`config.mk`:
```
export PLATFORM = sky130hd
export DESIGN_NAME = powerup_selftest_status
export DESIGN_NICKNAME = d
export VERILOG_FILES = /design/src/rtl/selftest_pkg.sv /design/src/rtl/powerup_selftest_status.sv
export SDC_FILE = /design/constraint.sdc
export NUM_CORES = 1
export LEC_CHECK = 0
export BUFFER_PORTS_ARGS = -buffer_cell sky130_fd_sc_hd__clkbuf_2
export CORE_AREA = 2 2 107 109
export DETAILED_ROUTE_END_ITERATION = 8
export DIE_AREA = 0 0 109 111
export MAX_ROUTING_LAYER = met4
export PLACE_DENSITY = 0.79
export SLEW_MARGIN = 10
export SYNTH_ARGS = -nofsm -noshare
export SYNTH_HDL_FRONTEND = slang
export SYNTH_SLANG_ARGS = --single-unit
```
`constraint.sdc`:
```
create_clock -name clk_i -period 2.8 [get_ports clk_i]
set_input_delay 0.42 -clock clk_i [delete_from_list [all_inputs] [get_ports clk_i]]
set_output_delay 0.42 -clock clk_i [all_outputs]
set_load 0.05 [all_outputs]
```
`src/rtl/selftest_pkg.sv`:
```
// Constants and types shared by the power-up self-test and status block.
`default_nettype none
package selftest_pkg;
  // ----------------------------------------------------------------
  // Timing
  // ----------------------------------------------------------------
  localparam int unsigned CLK_PERIOD_NS = 100;
  localparam int unsigned TEST_TIME_NS  = 2_000_000;
  localparam int unsigned TEST_CYCLES   = TEST_TIME_NS / CLK_PERIOD_NS;
  // ----------------------------------------------------------------
  // Register offsets
  // ----------------------------------------------------------------
  localparam logic [7:0] OFS_CTRL     = 8'h00;
  localparam logic [7:0] OFS_SEL      = 8'h04;
  localparam logic [7:0] OFS_STATUS   = 8'h08;
  localparam logic [7:0] OFS_IRQ_STAT = 8'h0C;
  localparam logic [7:0] OFS_IRQ_CLR  = 8'h10;
  localparam logic [7:0] OFS_IRQ_EN   = 8'h14;
  // ----------------------------------------------------------------
  // Field positions and reset values
  // ----------------------------------------------------------------
  localparam int unsigned CTRL_INIT_BIT  = 0;
  localparam int unsigned STAT_STATE_POS = 0;
  localparam int unsigned STAT_FAULT_POS = 8;
  localparam int unsigned STAT_PRES_POS  = 16;
  localparam int unsigned SEL_W          = 3;
  localparam logic [SEL_W-1:0] SEL_RST   = 3'h0;
  localparam logic [5:0] IRQ_EN_RST      = 6'h00;
  // ----------------------------------------------------------------
  // Types
  // ----------------------------------------------------------------
  typedef enum logic [1:0] {ST_TEST, ST_READY, ST_HALT} state_t;
  // Sticky events, one bit each, same layout in status, clear and enable.
  typedef struct packed {
    logic fatal;
    logic hw_err;
    logic set_err;
    logic comm_err;
    logic card_fault;
    logic test_done;
  } event_t;
  // Register port request from the command processor.
  typedef struct packed {
    logic [7:0]  addr;
    logic [31:0] wdata;
    logic        we;
    logic        re;
  } reg_req_t;
endpackage : selftest_pkg
`default_nettype wire

```
`src/rtl/powerup_selftest_status.sv`:
```
// Power-up self-test sequencer with indicator, service request and status logic.
//
// Contract
// - Every power-up starts a self-test of the mainframe and all cards before normal work.
// - All present units' error lights are lit from the start of the test until it ends.
// - A unit found faulty by the test keeps its error light lit afterwards.
// - With no fault found, all error lights go dark when the test completes.
// - Communication and settings errors from the bus side are reported to the controller.
// - Self-test hardware faults are reported only for cards, not for the mainframe.
// - A processor board fault at any time is fatal and stops the device.
// - Card hardware faults after the test are reported while the processor board works.
// - A card's selection light is lit exactly while that card is selected.
// - At self-test completion the service request line is asserted.
// - The addressed light follows talk or listen addressing, is off at reset, no software.
// - The restore command returns the mainframe and all cards to power-up state.
// - Both parties follow the general purpose instrument bus standard.
// - After a passing test the device enters immediate mode with service request set.
//
// Strobed register access and the register addresses were left to the implementer.
`default_nettype none
module powerup_selftest_status
  import selftest_pkg::*;
#(
  parameter int unsigned NUM_CARDS   = 6,
  parameter int unsigned TEST_CYCLES_P = TEST_CYCLES
) (
  // Clock and reset
  input  wire logic                 clk_i,
  input  wire logic                 resetn_i,
  // Register port
  input  wire reg_req_t             req_i,
  output logic [31:0]               rdata_o,
  // Pins from mainframe and cards
  input  wire logic [NUM_CARDS-1:0] card_present_i,
  input  wire logic [NUM_CARDS:0]   unit_done_i,
  input  wire logic [NUM_CARDS:0]   unit_fault_i,
  input  wire logic [NUM_CARDS-1:0] card_err_i,
  input  wire logic                 cpu_fault_i,
  // Bus interface logic
  input  wire logic                 init_i,
  input  wire logic                 comm_err_i,
  input  wire logic                 set_err_i,
  input  wire logic                 serial_poll_i,
  input  wire logic                 talk_addr_i,
  input  wire logic                 listen_addr_i,
  output logic                      cmd_ready_o,
  output logic                      srq_o,
  // Indicators and test control
  output logic [NUM_CARDS:0]        err_led_o,
  output logic [NUM_CARDS-1:0]      active_led_o,
  output logic                      addressed_led_o,
  output logic                      test_run_o,
  output logic                      irq_o
);
  localparam int unsigned NU = NUM_CARDS + 1;
  localparam int unsigned SW = 4 * NUM_CARDS + 3;

  // Decodes a slot number into one card bit; slot 0 selects none.
  function automatic logic [NUM_CARDS-1:0] slot_bit(input logic [SEL_W-1:0] s);
    logic [NUM_CARDS-1:0] r;
    r = '0;
    for (int i = 0; i < NUM_CARDS; i++)
    begin
      if (s == SEL_W'(i + 1))
      begin
        r[i] = 1'b1;
      end
    end
    return r;
  endfunction : slot_bit

  // ----------------------------------------------------------------
  // Pin synchronisers
  // ----------------------------------------------------------------
  logic [SW-1:0] meta;
  logic [SW-1:0] sync;
  always_ff @(posedge clk_i or negedge resetn_i)
  begin
    if (!resetn_i)
    begin
      meta <= '0;
      sync <= '0;
    end
    else
    begin
      meta <= {cpu_fault_i, card_err_i, unit_fault_i, unit_done_i, card_present_i};
      sync <= meta;
    end
  end
  logic [NUM_CARDS-1:0] present_s;
  logic [NUM_CARDS:0]   done_s;
  logic [NUM_CARDS:0]   fault_s;
  logic [NUM_CARDS-1:0] card_err_s;
  logic                 cpu_fault_s;
  assign {cpu_fault_s, card_err_s, fault_s, done_s, present_s} = sync;
  logic [NUM_CARDS:0]   units;
  assign units = {present_s, 1'b1};

  // ----------------------------------------------------------------
  // Sequencer, faults, selection and service request
  // ----------------------------------------------------------------
  state_t               state, next_state;
  logic [31:0]          cnt, next_cnt;
  logic [NUM_CARDS:0]   fault_map, next_fault_map;
  logic [NUM_CARDS-1:0] card_err_q, next_card_err_q;
  logic [SEL_W-1:0]     sel, next_sel;
  logic                 srq, next_srq;
  logic                 addr_led, next_addr_led;
  event_t               ev;
  logic                 restore;
  logic [NUM_CARDS:0]   tfault;
  logic                 test_end;
  logic                 sel_wr;

  assign sel_wr  = req_i.we && req_i.addr == OFS_SEL;
  assign restore = state == ST_READY && (init_i ||
                   (req_i.we && req_i.addr == OFS_CTRL && req_i.wdata[CTRL_INIT_BIT]));

  always_comb
  begin
    next_state      = state;
    next_cnt        = cnt;
    next_fault_map  = fault_map;
    next_card_err_q = card_err_s;
    next_sel        = sel;
    next_srq        = srq;
    next_addr_led   = talk_addr_i || listen_addr_i;
    ev              = '0;
    tfault          = units & (fault_s | ~done_s);
    test_end        = ((done_s & units) == units) || cnt >= TEST_CYCLES_P - 1;
    if (serial_poll_i)
    begin
      next_srq = 1'b0;
    end
    case (state)
      ST_TEST:
      begin
        next_cnt = cnt + 32'h0000_0001;
        if (test_end)
        begin
          next_state     = ST_READY;
          next_fault_map = tfault;
          next_srq       = 1'b1;
          ev.test_done   = 1'b1;
          ev.card_fault  = |tfault[NUM_CARDS:1];
        end
      end
      ST_READY:
      begin
        if (restore)
        begin
          next_state     = ST_TEST;
          next_cnt       = '0;
          next_fault_map = '0;
          next_sel       = SEL_RST;
          next_srq       = 1'b0;
        end
        else
        begin
          if (|(card_err_s & ~card_err_q & present_s))
          begin
            next_fault_map[NUM_CARDS:1] = fault_map[NUM_CARDS:1] | (card_err_s & present_s);
            ev.hw_err = 1'b1;
            next_srq  = 1'b1;
          end
          ev.comm_err = comm_err_i;
          ev.set_err  = set_err_i;
          if (sel_wr)
          begin
            if ((slot_bit(req_i.wdata[SEL_W-1:0]) & ~present_s) != '0)
            begin
              ev.set_err = 1'b1;
            end
            else
            begin
              next_sel = req_i.wdata[SEL_W-1:0];
            end
          end
          if (ev.comm_err || ev.set_err)
          begin
            next_srq = 1'b1;
          end
        end
      end
      ST_HALT:
      begin
        next_srq = 1'b0;
        next_sel = SEL_RST;
      end
      default:
      begin
        next_state = ST_TEST;
      end
    endcase
    if (cpu_fault_s)
    begin
      next_state   = ST_HALT;
      next_fault_map[0] = 1'b1;
      ev.fatal     = 1'b1;
    end
  end

  always_ff @(posedge clk_i or negedge resetn_i)
  begin
    if (!resetn_i)
    begin
      state      <= ST_TEST;
      cnt        <= '0;
      fault_map  <= '0;
      card_err_q <= '0;
      sel        <= SEL_RST;
      srq        <= 1'b0;
      addr_led   <= 1'b0;
    end
    else
    begin
      state      <= next_state;
      cnt        <= next_cnt;
      fault_map  <= next_fault_map;
      card_err_q <= next_card_err_q;
      sel        <= next_sel;
      srq        <= next_srq;
      addr_led   <= next_addr_led;
    end
  end

  always_comb
  begin
    case (state)
      ST_TEST:  err_led_o = units;
      ST_READY: err_led_o = fault_map & units;
      default:  err_led_o = fault_map;
    endcase
  end
  assign active_led_o    = state == ST_READY ? slot_bit(sel) & present_s : '0;
  assign addressed_led_o = addr_led;
  assign srq_o           = srq;
  assign cmd_ready_o     = state == ST_READY;
  assign test_run_o      = state == ST_TEST;

  // ----------------------------------------------------------------
  // Interrupt status and register reads
  // ----------------------------------------------------------------
  event_t      irq_stat, next_irq_stat;
  event_t      irq_en, next_irq_en;
  logic [31:0] rdata, next_rdata;

  always_comb
  begin
    next_irq_stat = irq_stat;
    next_irq_en   = irq_en;
    next_rdata    = '0;
    if (req_i.we && req_i.addr == OFS_IRQ_CLR)
    begin
      next_irq_stat = irq_stat & ~event_t'(req_i.wdata[5:0]);
    end
    next_irq_stat = next_irq_stat | ev;
    if (req_i.we && req_i.addr == OFS_IRQ_EN)
    begin
      next_irq_en = event_t'(req_i.wdata[5:0]);
    end
    if (req_i.re)
    begin
      case (req_i.addr)
        OFS_SEL:      next_rdata = 32'(sel);
        OFS_STATUS:   next_rdata = (32'(state) << STAT_STATE_POS) |
                                   (32'(fault_map) << STAT_FAULT_POS) |
                                   (32'(present_s) << STAT_PRES_POS);
        OFS_IRQ_STAT: next_rdata = 32'(irq_stat);
        OFS_IRQ_EN:   next_rdata = 32'(irq_en);
        default:      next_rdata = '0;
      endcase
    end
  end

  always_ff @(posedge clk_i or negedge resetn_i)
  begin
    if (!resetn_i)
    begin
      irq_stat <= '0;
      irq_en   <= IRQ_EN_RST;
      rdata    <= '0;
    end
    else
    begin
      irq_stat <= next_irq_stat;
      irq_en   <= next_irq_en;
      rdata    <= next_rdata;
    end
  end
  assign rdata_o = rdata;
  assign irq_o   = |(irq_stat & irq_en);
endmodule : powerup_selftest_status
`default_nettype wire

```
Yosys cells after proc, flatten, opt, wreduce, memory -nomap -nowiden
Cells that the tools add are included.
W data, S select, Z words.

word-level totals
  register bits = 150
  output and inout bits = 50
  word-level logic and storage cells = 163
  input bits = 77

operators by class
  reduce and logical (&&, ||, !) cells = 24
  muxes and demuxes = 67
  equal/unequal tests = 28
  $add $sub $neg = 1
  order comparisons = 1
  bitwise gates (word level) = 19

operators by type and width
  cell                     count
  $pmux W22 S4             1
  $pmux W32 S2             1
  $mux W1                  43
  $and A6 B6 Y6            7
  $add A32 B1 Y32 const B  1
  $ge A32 B15 Y1 const B   1
  $mux W32                 1
  $pmux W7 S2              2
  $mux W6                  4
  $mux W22                 1
  $or A15 B22 Y22          1
  $and A7 B7 Y7            3
  $eq A3 B3 Y1 const B     6
  $not A6 Y6               3
  $reduce_or A6 Y1         3
  $eq A8 B4 Y1 const B     2
  $eq A8 B5 Y1 const B     2
  $mux W3                  5
  $or A2 B15 Y15           1
  $eq A3 B2 Y1 const B     4
  $ne A3 B1 Y1 const B     4
  $or A6 B6 Y6             2
  $reduce_and A3 Y1        4
  $mux W2                  5
  22 further kinds         33

Longest topological paths before layout
  word-level depth = 17
  mapped depth = 9
  depth with buffers taken out = 7

Worst setup path before layout
OpenSTA, ideal clock, no wires.

  path kind = reg2out
  start point = register state[1]
  end point = output active_led_o[0]
  path buffers = 2
  slack = -0.007 ns
  stages on the path, launching flop included = 7
  required time = 2.380 ns
  data arrival time = 2.387 ns
  path through = dfrtp_1 -> inv_1 -> ha_1 -> clkbuf_1 -> clkbuf_1 -> nand4b_1 -> nor2_1

between the ends
  longest elaborated chain between the ends = 2

RTL lines
  item                    RTL line                        text
  from (decl)             powerup_selftest_status.sv:102  state_t state, next_state;
  from (signal assigned)  powerup_selftest_status.sv:217  state <= next_state;
  $eq A2 B1 Y1            -
  net cmd_ready_o         powerup_selftest_status.sv:46   output logic cmd_ready_o,
  $mux W6                 powerup_selftest_status.sv:235  assign active_led_o = state == ST_READY ? slot_bit(sel) & present_s : '0;
  to (decl)               powerup_selftest_status.sv:50   output logic [NUM_CARDS-1:0] active_led_o,

The timed path passes the listed nets, and every way through them passes these cells.

Worst setup path in the final report
  start point = register state[1]
  end point = output active_led_o[5]

between the ends
  longest elaborated chain between the ends = 2

RTL lines
  item          RTL line
  $eq A2 B1 Y1  powerup_selftest_status.sv:235
  $mux W6       powerup_selftest_status.sv:235

Every way passes these cells.

==> flow_metrics.py <==
metrics = {
    "job": {
        "cap_violations": 0,
    },
    "floorplan": {
        "io_pins": 127,
        "start_util_pct": 51.9,
        "core_um2": 11100,
        "rows": 39,
        "die-height_um": 111,
        "dieArea_um2": 12100,
        "die_w_um": 109,
    },
    "sta": {
        "slew_headroom_pct": 54.8,
        "fmax_ghz": 0.401,
        "tns_ns": 0,
        "min_period_ns": 2.49,
        "slew_violations": 0,
        "hold_viol": 0,
        "post-route-period-util_pct": 89.0,
        "clock_skew_ns": 0.0101,
        "setup-violations-final": 0,
        "setup_ws_ns": 0.308,
        "grt_setup_unrepaired": "no",
        "tightest_slew_ns": 0.672,
    },
    "worst_hold_path": {
        "hold_path.class": "in2reg",
    },
    "synthesis": {
        "ys.flop_type": "dfrtp_1",
        "synth_fa_ha_area_share_pct": 1.09,
        "ys_ff_latch": 137,
        "synth.area.mux_share_pct": 1.94,
        "synth_cell_types": 55,
        "synth_compound_area_share_pct": 10.0,
        "synth-seq-area-share_pct": 59.6,
        "synth_xor_area_share_pct": 4.57,
        "synth_cells": 497,
        "ys_warn_count": 0,
        "synth_area_um2": 5750,
        "synth_edf_count": 0,
        "yosys.area_share.simple_pct": 18.7,
        "async_flop_share_pct": 100,
        "avgSynthCellArea_um2": 11.6,
        "synth_top_family_by_area": "simple AND/OR/NAND/NOR gates",
    },
    "detailed_routing": {
        "ant_nets": 0,
        "route.detailed.drc": 0,
        "drtIter0Drc": 421,
        "routed_via_density": 5.53,
        "vias": 4140,
        "wire_per_inst_um": 16.3,
        "routed_wirelength_mm": 12.2,
        "drt-pass1-iter-count": 5,
    },
    "clock_tree": {
        "cts_root_buf": "clkbuf_16",
        "path_clk_slew_ns": 0.06,
        "cts_setup_buffers": 0,
        "cts_made_buffers": 17,
        "clock_latency_ns": 0.42,
        "cts-htree-levels": 4,
        "clk_path_buf_depth": 2,
        "clock-sinks": 137,
        "cts_tree": "yes",
    },
    "pwr": {
        "ir_drop_mv": 0.533,
        "power.leakage_nw": 3.27,
        "powerDensity_nw_per_um2": 658,
    },
    "layout": {
        "final_util_pct": 63.2,
        "drive_gt1_share_pct": 25.7,
        "layoutNonFillerInstCount": 749,
        "fill_cells": 844,
        "seq_area_um2": 3430,
        "nNetsFinal": 675,
        "fin_area_um2": 7000,
        "syn2layout_area_growth_pct": 21.8,
        "num_antenna_cells": 0,
        "multi_input_comb_area_um2": 2140,
    },
    "run_status": {
        "outcome": "finished clean",
    },
    "place": {
        "gp_congestion": 0.915,
        "port_buffers": 87,
        "place_inst": 716,
        "dpl.hpwl_mm": 8.33,
        "dp_slack_ns": 0.440,
        "postPlaceCellArea_um2": 6360,
    },
    "global_route": {
        "grt_pass1_wl_mm": 19.8,
        "grtUsageMet3_pct": 5.47,
        "globalRouteMet2Util_pct": 33.5,
        "grt_busiest_layer": "met2",
        "antenna_found_initial": 0,
        "grt_overflow": 0,
        "grt_max_degree": 67,
        "grt_pass1_vias": 4109,
        "gr-usage-all-layers_pct": 21.9,
        "grtUsageMet1_pct": 28.2,
    },
    "setup_path": {
        "cp.required_ns": 2.38,
        "arrival_ns": 2.07,
        "end_kind": "primary output",
        "worstPathMaxFanout": 15,
        "worstSetupPathType": "reg2out",
        "cp-start-kind": "flop",
    },
}
## report_power, final
part | total [mW] | switching (mW) | internal (mW)
Combinational | 0.187 | 0.131 | 0.0553
Sequential | 2.06 | 0.0315 | 2.03
Clock | 2.36 | 0.916 | 1.44
Total | 4.60 | 1.08 | 3.52
## cell type report
| cell class | instances | area share (%) |
|---|---|---|
| clock buffers | 17 | 6.08 |
| flip-flops and latches | 137 | 49.0 |
| repair buffers | 98 | 8.29 |
| well taps | 143 | 2.56 |
| multi-input cells | 328 | 30.6 |
| clock inverters | 15 | 2.88 |
| inverters | 11 | 0.590 |
## worst paths after layout
kind	start	end	slack (ns)	cells past startpoint
worst max-delay path	state[1]	active_led_o[5]	0.31	5
worst min-delay path	unit_done_i[0]	meta[6]	0.11	1
worst max register to register	state[1]	cnt[15]	0.55	8
worst min register to register	meta[1]	sync[1]	0.34	0
max in group asynchronous	resetn_i	sync[10]	1.49	3
min in group asynchronous	resetn_i	rdata_o[12]	0.45	2
## cell families after synthesis
family | after synthesis
xor+xnor | 30
mux | 10
fa+ha+maj | 5
buf+inv | 44
simple gates | 196
other cells | 1
flops | 137
compound gates | 74
## per-stage QoR
stage	power, mW	hold slack, ns
final	4.60	0.105
after global routing	4.76	0.0873
after CTS	4.64	0.0891
after detailed placement	2.28	0.336
after global placement	2.27	0.335
after floorplan	2.18	0.124
## state kept, by name, summed over array words and instances (netlist names)
register / cells
sync: 27
card_err_q: 6
irq_en: 6
addressed_led_o: 1
meta: 27
state: 2
fault_map: 7
irq_stat: 6
sel: 3
srq_o: 1
cnt: 32
rdata_o: 19
## Yosys cell counts (3+ instances only)
master / count / area share (%)
buf_4: 13 / 1.7
or2_2: 3 / 0.33
and3_1: 11 / 1.2
o22ai_1: 3 / 0.33
nor2b_1: 7 / 0.76
nor2_1: 49 / 3.2
nor4_1: 5 / 0.54
o21ai_0: 12 / 1.0
buf_2: 4 / 0.35
a21oi_1: 20 / 1.7
dfrtp_1: 137 / 60
mux2_2: 9 / 1.8
xor2_1: 24 / 3.7
nand4_1: 12 / 1.3
nor3_1: 9 / 0.78
clkbuf_1: 15 / 0.98
xnor2_1: 6 / 0.91
o22a_1: 12 / 1.8
nand3_1: 18 / 1.6
a22oi_1: 6 / 0.78
nor3b_1: 3 / 0.39
and2_1: 17 / 1.8
nand2_1: 37 / 2.4
a32oi_1: 4 / 0.61
ha_1: 5 / 1.1
and4_1: 11 / 1.7
inv_1: 11 / 0.72
## worst max-delay path, stage by stage (launching register included)
cell	delay, ns
dfrtp_1	0.39
inv_1	0.14
ha_2	0.38
nor2b_1	0.23
and4_1	0.23
clkbuf_2	0.28
## layout by cell type, fill, tap and decap left out, types with 3 or more instances in the layout
cell	count
buf_4	10
nand2_1	37
inv_6	6
buf_12	4
xor2_1	24
or2_2	3
nor2b_1	7
nand4_1	12
inv_8	4
nor2_2	3
ha_1	4
mux2_2	9
and2_1	17
o22a_1	12
nor3b_1	3
clkbuf_16	17
nor2_1	48
nand3_1	18
dfrtp_1	137
o22ai_1	3
o21ai_0	12
a22oi_1	6
xnor2_1	6
nor4_1	5
conb_1	13
clkbuf_2	83
nor3_1	9
a32oi_1	4
and4_1	11
a21oi_1	20
bufinv_16	3
inv_1	11
and3_1	11
## routing by layer
layer,share of wire [%],vias up,routed length (um)
met2,49,177,5990
met4,1.5,0,187
met3,6.4,21,775
met5,0,-,0
li1,-,1906,-
met1,43,2036,5240
## repair_timing
item,CTS,global route
hold buffers,1,0
resized for setup,0,1
setup endpoints to repair,0,1
hold endpoints to repair,24,0
(Power assumes the default switching activity.)
